[config.mk]
export PLATFORM = sky130hd
export DESIGN_NAME = dcsp_ports
export DESIGN_NICKNAME = d
export VERILOG_FILES = /design/src/core/dcsp_pkg.sv /design/src/core/dcsp_ports.sv
export SDC_FILE = /design/constraint.sdc
export NUM_CORES = 1
export LEC_CHECK = 0
export ABC_AREA = 1
export BUFFER_PORTS_ARGS = -buffer_cell sky130_fd_sc_hd__buf_2
export CAP_MARGIN = 10
export CORE_ASPECT_RATIO = 0.8
export CORE_UTILIZATION = 35
export DETAILED_ROUTE_END_ITERATION = 7
export SLEW_MARGIN = 25
export SYNTH_ARGS = -nofsm -noshare
export SYNTH_HDL_FRONTEND = slang
export SYNTH_SLANG_ARGS = --single-unit
[constraint.sdc]
create_clock -name clk -period 2.05 [get_ports clk]
set_clock_uncertainty 0.2 [all_clocks]
set_input_delay 0.1025 -clock clk [delete_from_list [all_inputs] [get_ports clk]]
set_output_delay 0.1025 -clock clk [all_outputs]
set_load 0.05 [all_outputs]
[src/core/dcsp_pkg.sv]
// Package with port addresses, field positions and timing constants of the disk port bank.
package dcsp_pkg;

    // ------------------------------------------------------------------
    // Port addresses
    // ------------------------------------------------------------------
    localparam logic [9:0] PRI_FLOPPY_OUTPUT = 10'h3F2;
    localparam logic [9:0] PRI_FLOPPY_STATUS = 10'h3F4;
    localparam logic [9:0] PRI_FIXED_PORT    = 10'h3F6;
    localparam logic [9:0] PRI_LINE_PORT     = 10'h3F7;
    localparam logic [9:0] SEC_OFFSET_DELTA  = 10'h080;

    // ------------------------------------------------------------------
    // Field positions
    // ------------------------------------------------------------------
    localparam int FOC_MOTOR_SECOND = 5;
    localparam int FOC_MOTOR_FIRST  = 4;
    localparam int FOC_REQ_GATE     = 3;
    localparam int FOC_RESET_N      = 2;
    localparam int FOC_UNIT_PICK    = 0;
    localparam int FDC_HEAD3_EN     = 3;
    localparam int FDC_RESET        = 2;
    localparam int FDC_INT_MASK_N   = 1;

    // ------------------------------------------------------------------
    // Reset values
    // ------------------------------------------------------------------
    localparam logic [7:0] FOC_RESET_VAL  = 8'h00;
    localparam logic [7:0] FDC_RESET_VAL  = 8'h02;
    localparam logic [1:0] RATE_RESET_VAL = 2'h0;

    // ------------------------------------------------------------------
    // Rate codes
    // ------------------------------------------------------------------
    localparam logic [1:0] RATE_500_MFM = 2'h0;
    localparam logic [1:0] RATE_300_MFM = 2'h1;
    localparam logic [1:0] RATE_250_MFM = 2'h2;
    localparam logic [1:0] RATE_125_FM  = 2'h3;

    // ------------------------------------------------------------------
    // Timing
    // ------------------------------------------------------------------
    localparam int CLK_PERIOD_PS        = 10000;
    localparam int FLOPPY_RESET_TIME_PS = 3500000;
    localparam int FLOPPY_RESET_CYCLES  =
        (FLOPPY_RESET_TIME_PS + CLK_PERIOD_PS - 1) / CLK_PERIOD_PS < 1 ? 1 :
        (FLOPPY_RESET_TIME_PS + CLK_PERIOD_PS - 1) / CLK_PERIOD_PS;

endpackage

[src/core/dcsp_ports.sv]
// Host-visible control and status port bank of the disk controller board.
`timescale 1ns/100ps
`default_nettype none

// Contract
// - Motor bits off turn drive off, block select
// - Request gate bit passes floppy DMA, interrupt
// - Reset bit zero holds floppy controller reset
// - Unit pick zero selects A, one B
// - Status bit 7 shows transfer ready
// - Status bit 6 shows transfer direction
// - Status bit 5 shows non-DMA execution phase
// - Bit 4 command active, bits 3,2 zero
// - Bits 1,0 show drive B, A seeking
// - Mirror port returns fixed-disk status bits
// - Corrected bit set by local microcontroller
// - Index bit follows selected drive index
// - Error bit set by local microcontroller
// - Control bit 3 enables fourth head line
// - Rate code selects floppy rate, reset 500
// - Control bit 2 holds fixed-disk reset
// - Mask bit gates interrupt, reset leaves masked
module dcsp_ports #(
    parameter bit SECONDARY = 1'b0
) (
    input  wire logic       clk,
    input  wire logic       nrst,
    input  wire logic [9:0] ioAddr,
    input  wire logic       ioRd,
    input  wire logic       ioWr,
    input  wire logic [7:0] ioWdata,
    output logic      [7:0] ioRdata,
    output logic            ioRdataOe,
    input  wire logic       transferReady,
    input  wire logic       transferDirection,
    input  wire logic       executionPhase,
    input  wire logic       commandActive,
    input  wire logic [1:0] unitSeeking,
    input  wire logic       floppyDmaReq,
    input  wire logic       floppyIrqReq,
    input  wire logic       controllerBusy,
    input  wire logic       driveReady,
    input  wire logic       writeFault,
    input  wire logic       seekComplete,
    input  wire logic       dataRequest,
    input  wire logic       dataCorrected,
    input  wire logic       indexPulse,
    input  wire logic       errorFlag,
    input  wire logic       fixedIrqReq,
    input  wire logic       mediaChanged,
    input  wire logic       writeGateLine,
    input  wire logic [3:0] headLines,
    input  wire logic [1:0] unitLines,
    output logic            motorOnFirst,
    output logic            motorOnSecond,
    output logic [1:0]      floppyUnitSel,
    output logic            floppyReset,
    output logic            floppyDmaOut,
    output logic            floppyIrqOut,
    output logic            headLine3Enable,
    output logic            fixedReset,
    output logic            fixedIrqOut,
    output logic [1:0]      rateCode
);

    // ------------------------------------------------------------------
    // Elaboration check
    // ------------------------------------------------------------------
    // A zero count would let a reset write pass without any hold time.
    if (dcsp_pkg::FLOPPY_RESET_CYCLES < 1) begin : g_bad
        $error("Floppy reset count must be at least one cycle.");
    end

    localparam logic [9:0] BASE_DELTA = SECONDARY ? dcsp_pkg::SEC_OFFSET_DELTA : 10'h000;
    localparam int         RCW        = $clog2(dcsp_pkg::FLOPPY_RESET_CYCLES + 1);
    localparam logic [RCW-1:0] RST_CNT =
        RCW'(dcsp_pkg::FLOPPY_RESET_CYCLES);

    // Compares against the primary address moved down by the bank offset.
    function automatic logic hit(input logic [9:0] a, input logic [9:0] port);
        hit = (a == port - BASE_DELTA);
    endfunction

    // ------------------------------------------------------------------
    // Address decode
    // ------------------------------------------------------------------
    // The secondary bank sits below the primary one; one subtraction in the
    // compare keeps a single decode for both banks.
    wire logic selOut    = hit(ioAddr, dcsp_pkg::PRI_FLOPPY_OUTPUT);
    wire logic selStatus = hit(ioAddr, dcsp_pkg::PRI_FLOPPY_STATUS);
    wire logic selFixed  = hit(ioAddr, dcsp_pkg::PRI_FIXED_PORT);
    wire logic selLine   = hit(ioAddr, dcsp_pkg::PRI_LINE_PORT);
    wire logic wrOut     = ioWr & selOut;
    wire logic wrFixed   = ioWr & selFixed;
    wire logic wrRate    = ioWr & selLine;
    wire logic rdAny     = ioRd & (selStatus | selFixed | selLine);
    // Reserved bits are dropped on the way in, so they can never reach an output.
    wire logic [7:0] outCtlWr = ioWdata & 8'h3D;
    wire logic [7:0] fixCtlWr = ioWdata & 8'h0E;
    wire logic [1:0] rateWr   = ioWdata[1:0];

    // ------------------------------------------------------------------
    // Written registers
    // ------------------------------------------------------------------
    logic [7:0]     outCtl_ff;
    logic [7:0]     fixCtl_ff;
    logic [1:0]     rate_ff;
    logic [RCW-1:0] fRstCnt_ff;

    always_ff @(posedge clk or negedge nrst) begin
        if (!nrst) begin
            outCtl_ff <= dcsp_pkg::FOC_RESET_VAL;
        end else if (wrOut) begin
            outCtl_ff <= outCtlWr;
        end
    end

    // The mask bit comes out of reset set, so a master reset leaves the
    // fixed-disk interrupt masked until software clears it.
    always_ff @(posedge clk or negedge nrst) begin
        if (!nrst) begin
            fixCtl_ff <= dcsp_pkg::FDC_RESET_VAL;
        end else if (wrFixed) begin
            fixCtl_ff <= fixCtlWr;
        end
    end

    always_ff @(posedge clk or negedge nrst) begin
        if (!nrst) begin
            rate_ff <= dcsp_pkg::RATE_RESET_VAL;
        end else if (wrRate) begin
            rate_ff <= rateWr;
        end
    end

    // ------------------------------------------------------------------
    // Floppy reset stretch
    // ------------------------------------------------------------------
    // A write of 0 to the reset bit stretches reset to the minimum time,
    // even if software sets the bit again immediately.
    wire logic fRstReq = wrOut & ~ioWdata[dcsp_pkg::FOC_RESET_N];
    wire logic [RCW-1:0] nxt_fRstCnt = fRstReq ? RST_CNT :
        (fRstCnt_ff != '0) ? RCW'(fRstCnt_ff - 1'b1) : fRstCnt_ff;

    // The counter idles after master reset: the stored reset bit is already 0
    // there, which keeps the floppy controller in reset on its own.
    always_ff @(posedge clk or negedge nrst) begin
        if (!nrst) begin
            fRstCnt_ff <= '0;
        end else begin
            fRstCnt_ff <= nxt_fRstCnt;
        end
    end

    // ------------------------------------------------------------------
    // Drive-side outputs
    // ------------------------------------------------------------------
    wire logic mFirst  = outCtl_ff[dcsp_pkg::FOC_MOTOR_FIRST];
    wire logic mSecond = outCtl_ff[dcsp_pkg::FOC_MOTOR_SECOND];
    wire logic pickB   = outCtl_ff[dcsp_pkg::FOC_UNIT_PICK];
    wire logic gateReq = outCtl_ff[dcsp_pkg::FOC_REQ_GATE];
    // Selection needs the matching motor bit, so a drive is never picked while its motor is off.
    wire logic [1:0] nxt_unitSel = {pickB & mSecond, ~pickB & mFirst};
    wire logic nxt_fReset = (fRstCnt_ff != '0) | ~outCtl_ff[dcsp_pkg::FOC_RESET_N];
    // With the gate closed the request outputs sit low, standing in for
    // request drivers that are switched off.
    wire logic nxt_dmaOut = floppyDmaReq & gateReq;
    wire logic nxt_irqOut = floppyIrqReq & gateReq;

    always_ff @(posedge clk or negedge nrst) begin
        if (!nrst) begin
            motorOnFirst <= 1'b0;
        end else begin
            motorOnFirst <= mFirst;
        end
    end

    always_ff @(posedge clk or negedge nrst) begin
        if (!nrst) begin
            motorOnSecond <= 1'b0;
        end else begin
            motorOnSecond <= mSecond;
        end
    end

    always_ff @(posedge clk or negedge nrst) begin
        if (!nrst) begin
            floppyUnitSel <= 2'h0;
        end else begin
            floppyUnitSel <= nxt_unitSel;
        end
    end

    always_ff @(posedge clk or negedge nrst) begin
        if (!nrst) begin
            floppyReset <= 1'b1;
        end else begin
            floppyReset <= nxt_fReset;
        end
    end

    always_ff @(posedge clk or negedge nrst) begin
        if (!nrst) begin
            floppyDmaOut <= 1'b0;
        end else begin
            floppyDmaOut <= nxt_dmaOut;
        end
    end

    always_ff @(posedge clk or negedge nrst) begin
        if (!nrst) begin
            floppyIrqOut <= 1'b0;
        end else begin
            floppyIrqOut <= nxt_irqOut;
        end
    end

    // ------------------------------------------------------------------
    // Fixed-disk outputs
    // ------------------------------------------------------------------
    // A masked copy rather than a latch: the controller keeps the request
    // level, so a pending interrupt shows again once the mask is cleared.
    wire logic nxt_fIrq = fixedIrqReq & ~fixCtl_ff[dcsp_pkg::FDC_INT_MASK_N];

    always_ff @(posedge clk or negedge nrst) begin
        if (!nrst) begin
            headLine3Enable <= 1'b0;
        end else begin
            headLine3Enable <= fixCtl_ff[dcsp_pkg::FDC_HEAD3_EN];
        end
    end

    // The fixed-disk reset is a plain copy of the stored bit; holding it
    // long enough is left to the host.
    always_ff @(posedge clk or negedge nrst) begin
        if (!nrst) begin
            fixedReset <= 1'b0;
        end else begin
            fixedReset <= fixCtl_ff[dcsp_pkg::FDC_RESET];
        end
    end

    always_ff @(posedge clk or negedge nrst) begin
        if (!nrst) begin
            fixedIrqOut <= 1'b0;
        end else begin
            fixedIrqOut <= nxt_fIrq;
        end
    end

    // ------------------------------------------------------------------
    // Rate output
    // ------------------------------------------------------------------
    // Only the two low bits are stored; the rest of the written byte is ignored.
    always_ff @(posedge clk or negedge nrst) begin
        if (!nrst) begin
            rateCode <= dcsp_pkg::RATE_RESET_VAL;
        end else begin
            rateCode <= rate_ff;
        end
    end

    // ------------------------------------------------------------------
    // Read path
    // ------------------------------------------------------------------
    // Status words are built from live inputs; nothing is latched, so a read
    // shows the levels present at its sampling edge.
    wire logic [7:0] floppyStatus = {transferReady, transferDirection,
        executionPhase, commandActive, 2'b00, unitSeeking};
    wire logic [7:0] fixedStatus  = {controllerBusy, driveReady, writeFault,
        seekComplete, dataRequest, dataCorrected, indexPulse, errorFlag};
    wire logic [7:0] lineStatus   = {mediaChanged, writeGateLine,
        headLines, unitLines};
    // Write-only ports never drive the data bus.
    wire logic [7:0] nxt_rdata = selStatus ? floppyStatus :
        selFixed ? fixedStatus : selLine ? lineStatus : 8'h00;

    always_ff @(posedge clk or negedge nrst) begin
        if (!nrst) begin
            ioRdata <= 8'h00;
        end else begin
            ioRdata <= rdAny ? nxt_rdata : 8'h00;
        end
    end

    // The enable is registered like the data, so both change on the same edge.
    always_ff @(posedge clk or negedge nrst) begin
        if (!nrst) begin
            ioRdataOe <= 1'b0;
        end else begin
            ioRdataOe <= rdAny;
        end
    end

endmodule

`default_nettype wire

; Yosys cells after proc, flatten, opt, wreduce, memory -nomap -nowiden
; Cells that the tools add are included.
[totals]
reg_bits = 40
wordCells = 46
output_inout_bits = 21
in_bits = 47
[op_classes]
reduce_logical = 2
n_eq_ne = 4
n_bitwise = 17
n_addsub = 1
n_mux = 6
[ops]
columns = operator, n
row1 = $eq A10 B10 Y1 const B, 4
row2 = $mux W8, 4
row3 = $mux W9, 2
row4 = $and A1 B1 Y1, 10
row5 = $reduce_bool A9 Y1, 1
row6 = $sub A9 B1 Y9 const B, 1
row7 = $not A1 Y1, 4
row8 = $or A1 B1 Y1, 3
row9 = $reduce_bool A2 Y1, 1

; Logic depth before layout (Yosys ltp)
[logic_depth]
ltp_word = 5
ltp_mapped = 9
depth_no_buf = 9

; Worst setup path before layout
; Ideal clock, no wire load.
[synth_path]
kind = reg-to-reg
startpoint = register fRstCnt_ff[0]
endpoint = register fRstCnt_ff[0]
stages_incl_launch_ff = 9
t_required_ps = 1773
setup_slack_ps = 561
setup_time_ps = 77
path_buffers = 0
synth_period_minus_slack_ps = 1489
t_arrival_ps = 1212
cell_sequence = dfrtp_1 inv_1 ha_1 nand2_1 nor2_1 nand2_2 clkinv_1 nand2_1 a21oi_1
[synth_between]
elab_chain_len = 3
elab_cells_between_ends = 5
cone_classes = add/sub (1) / mux (2) / reduce/logical (2)
[synth_lines]
columns = item, line_no
row1 = from (decl), dcsp_ports.sv:108  ; logic [RCW-1:0] fRstCnt_ff;
row2 = from (signal assigned), dcsp_ports.sv:151  ; fRstCnt_ff <= nxt_fRstCnt;
row3 = $sub A9 B1 Y9, dcsp_ports.sv:143  ; (fRstCnt_ff != '0) ? RCW'(fRstCnt_ff - 1'b1) : fRstCnt_ff;
row4 = $mux W9, dcsp_ports.sv:143
row5 = $mux W9, dcsp_ports.sv:142  ; wire logic [RCW-1:0] nxt_fRstCnt = fRstReq ? RST_CNT :
; Parallel ways exist; a longest one is shown, timed or not. The select of a mux whose other input is x is not followed.
; A chain may end at the register's enable or synchronous reset.

; Worst setup path in the final report
[layout_path]
startpoint = input port ioWr
endpoint = register outCtl_ff[4]
[layout_between]
elab_chain_len = 1
[layout_lines]
columns = item, line_no
row1 = from (decl), dcsp_ports.sv:30  ; input wire logic ioWr,
row2 = $and A1 B1 Y1, dcsp_ports.sv:93  ; wire logic wrOut = ioWr & selOut;
row3 = to (signal assigned), dcsp_ports.sv:112  ; outCtl_ff <= dcsp_pkg::FOC_RESET_VAL;
row4 = to (signal assigned), dcsp_ports.sv:114  ; outCtl_ff <= outCtlWr;
row5 = to (decl), dcsp_ports.sv:105  ; logic [7:0] outCtl_ff;
; Every way passes these cells.

==> impl_metrics.ini <==
[worst_setup_path]
reg2reg_from = fRstCnt_ff[0]$_DFFE_PN0P_
startpoint = ioWr
start_kind = input pin
crit_type = input pin to flop
r2r_slack_ns = 0.36
required_ns = 2.08
end_kind = flop
worstPathArrival_ns = 1.82
path_max_fanout = 4

[detailed_routing]
dr.pass1.iters = 6
wirelength_um = 4190
viasPerCell = 4.46
detailroute.via_count = 1799
route.antenna.remaining_nets = 0
drc_errors = 4
first_iter_violations = 54
wl_per_cell_um = 10.4

[global_routing]
grt_overflow = 0
antenna_found_initial = 0
groute.usage.overall_pct = 16.8
grt_max_degree = 41
grt_pass1_vias = 1707
grt_first_pass_wirelength_um = 7360

[logic_synthesis]
postSynthAreaPerCell_um2 = 7.98
syn_nets = 283
ys_seq_area_share_pct = 53.5
muxShareOfSynthArea_pct = 0
synth.ff_latch_count = 40
synth_xor_area_share_pct = 0
synthAdderAreaFrac_pct = 0.668
synth-compound-area-share_pct = 3.74
yosys_warnings = 0
syn_inst = 235
synthSimpleGateAreaFrac_pct = 32.5
synth_top_family_by_area = simple AND/OR/NAND/NOR gates
synth_area_um2 = 1870
ys_types = 21

[timing]
finalSetupViolations = 0
setup_tns_ns = 0
finalCriticalPeriod_ns = 1.79
maxSlewHeadroom_pct = 67.2
final-hold-violation-count = 0
hold_ws_ns = 0.0527
fmax_ghz = 0.558
period_share_pct = 87.4
worstMarginPinSlew_ns = 0.491
drv_slew = 0
rsz0062_at_grt = no

[clock_tree]
clock_path_buffers = 2
root_buffer = clkbuf_8
postCtsSetupBuffers = 0
tritoncts = done
clk_latency_ns = 0.29
cts-buffers-inserted = 5
cts.clk_slew.worst_paths_ns = 0.07
cts_num_sinks = 40
htree_levels = 2

[power]
vdd_drop_max_mv = 0.279
clkPwrFrac_pct = 32.1
pwr-share-seq_pct = 47.7
powerDensity_nw_per_um2 = 712
p_switching_mw = 0.531
internal_power_mw = 1.41
p_sw_share_pct = 27.4
pwr-share-comb_pct = 20.2
p_leak_nw = 1.54

[placement]
port-buffer-count = 65
dp_hpwl_um = 2970
dp_cells = 361
routabilityCongestion = 0.779

[final_layout]
area_delta_synth_final_pct = 45.3
drive_above_1_share_pct = 25.2
fin_nets = 388
antenna_cells = 0
fin_cells = 403

[outcome]
violations = DRC
status = finished with violations

[worst_hold_path]
worstHoldStart = ioAddr[0]
hold_class = input pin to flop

[die]
die_w_um = 83.8
rows = 23
start_util_pct = 36.8
die_h_um = 67.5
core_area_um2 = 5090
ios = 68
dieArea_um2 = 5650

[job]
cap_violations = 0
## final cells by class
type	count	area, um2
Clock buffer	6	72.6
Clock inverter	2	35.0
Fill cell	482	2370
Inverter	45	169
Multi-Input combinational cell	148	692
Sequential cell	40	1000
Tap cell	62	77.6
Timing Repair Buffer	100	673
## state kept, by name, summed over array words and instances, names as in the netlist, 2 cells and up
register / cells
rateCode: 2
fixCtl_ff: 3
floppyUnitSel: 2
outCtl_ff: 5
ioRdata: 8
rate_ff: 2
fRstCnt_ff: 9
## synth_stat cells
cell type / n / area (um2)
inv_2: 4 / 15.0
ha_1: 1 / 12.5
nor3b_2: 1 / 12.5
nor2_4: 2 / 22.5
nand3b_2: 1 / 11.3
nand3_2: 1 / 10.0
nand2_2: 2 / 12.5
nand4_1: 15 / 93.8
nand3b_1: 2 / 15.0
and2_1: 1 / 6.26
nand2_1: 62 / 233
nor2_1: 34 / 128
clkinv_1: 2 / 7.51
o21ai_1: 8 / 40.0
dfstp_2: 2 / 52.6
inv_1: 39 / 146
dfrtp_1: 38 / 951
a21oi_1: 3 / 15.0
nand3_1: 13 / 65.1
buf_2: 2 / 10.0
o211ai_1: 2 / 15.0
## cells in the final DEF, fill, tap and decap left out
cell type,instances
o21ai_1,8
a21oi_1,3
dlygate4sd3_1,34
dfstp_2,2
clkbuf_1,1
clkinv_1,2
and2_1,1
nor3b_2,1
nand3b_1,2
inv_1,39
nor2_1,34
bufinv_16,1
nor2_4,2
inv_2,4
clkinv_2,1
ha_1,1
o211ai_1,2
nand3b_2,1
nand2_1,62
nand3_2,1
nand4_1,15
nand3_1,13
nand2_2,2
clkbuf_8,5
buf_2,65
buf_4,1
dfrtp_1,38
## worst max-delay path, cell delays in order
cell           delay (ns)
dlygate4sd3_1        0.52
buf_2                0.13
nor3b_2              0.30
nand3_1              0.13
dlygate4sd3_1        0.58
nand2_1              0.07
## path summary, 6_finish.rpt
check / endpoint / cells after the start
max reg2reg: fRstCnt_ff[1]$_DFFE_PN0P_ / 7
min: ioRdataOe$_DFF_PN0_ / 4
min in group asynchronous: floppyUnitSel[0]$_DFF_PN0_ / 3
max in group asynchronous: floppyReset$_DFF_PN1_ / 3
min reg2reg: headLine3Enable$_DFF_PN0_ / 0
max: outCtl_ff[4]$_DFFE_PN0P_ / 6
## routing by layer
layer	vias up	routed length, um	GRT usage, %
met5	-	0	0
met4	0	26	4.31
met3	4	255	5.13
met2	61	2030	30.9
met1	795	1870	19.4
li1	939	-	-
## stage by stage
| stage | utilization (%) | power [mW] | instance area, um2 | worst slack [ns] |
|---|---|---|---|---|
| after floorplan | - | 1.18 | 1870 | 0.561 |
| after global placement | 44.7 | 1.29 | 2270 | 0.409 |
| after detailed placement | 44.7 | 1.30 | 2270 | 0.379 |
| after CTS | 53.5 | 1.97 | 2720 | 0.257 |
| after global routing | 53.5 | 2.08 | 2720 | 0.161 |
| final | 53.5 | 1.94 | 2720 | 0.259 |
## cell families (layout without fill, tap and decap cells)
group	Yosys count	in the layout
AND/OR/NAND/NOR	134	134
buffers and inverters	47	153
flip-flops	40	40
AO/OA/AOI/OAI	13	13
adder cells (fa/ha/maj)	1	1
## what timing repair did
| action | 4_1_cts | 5_1_grt |
|---|---|---|
| hold buffers | 34 | 0 |
| hold endpoints to repair | 60 | 0 |
| gates resized for setup | 0 | 0 |
## power by group through the flow
| stage | clock network (mW) | logic (mW) | registers, mW |
|---|---|---|---|
| floorplan | 0 | 0.237 | 0.940 |
| global placement | 0 | 0.349 | 0.942 |
| detailed placement | 0 | 0.358 | 0.942 |
| CTS | 0.646 | 0.396 | 0.925 |
| global route | 0.691 | 0.453 | 0.937 |
| finish | 0.622 | 0.391 | 0.925 |
Note: power is estimated with default switching activity, not from simulation.
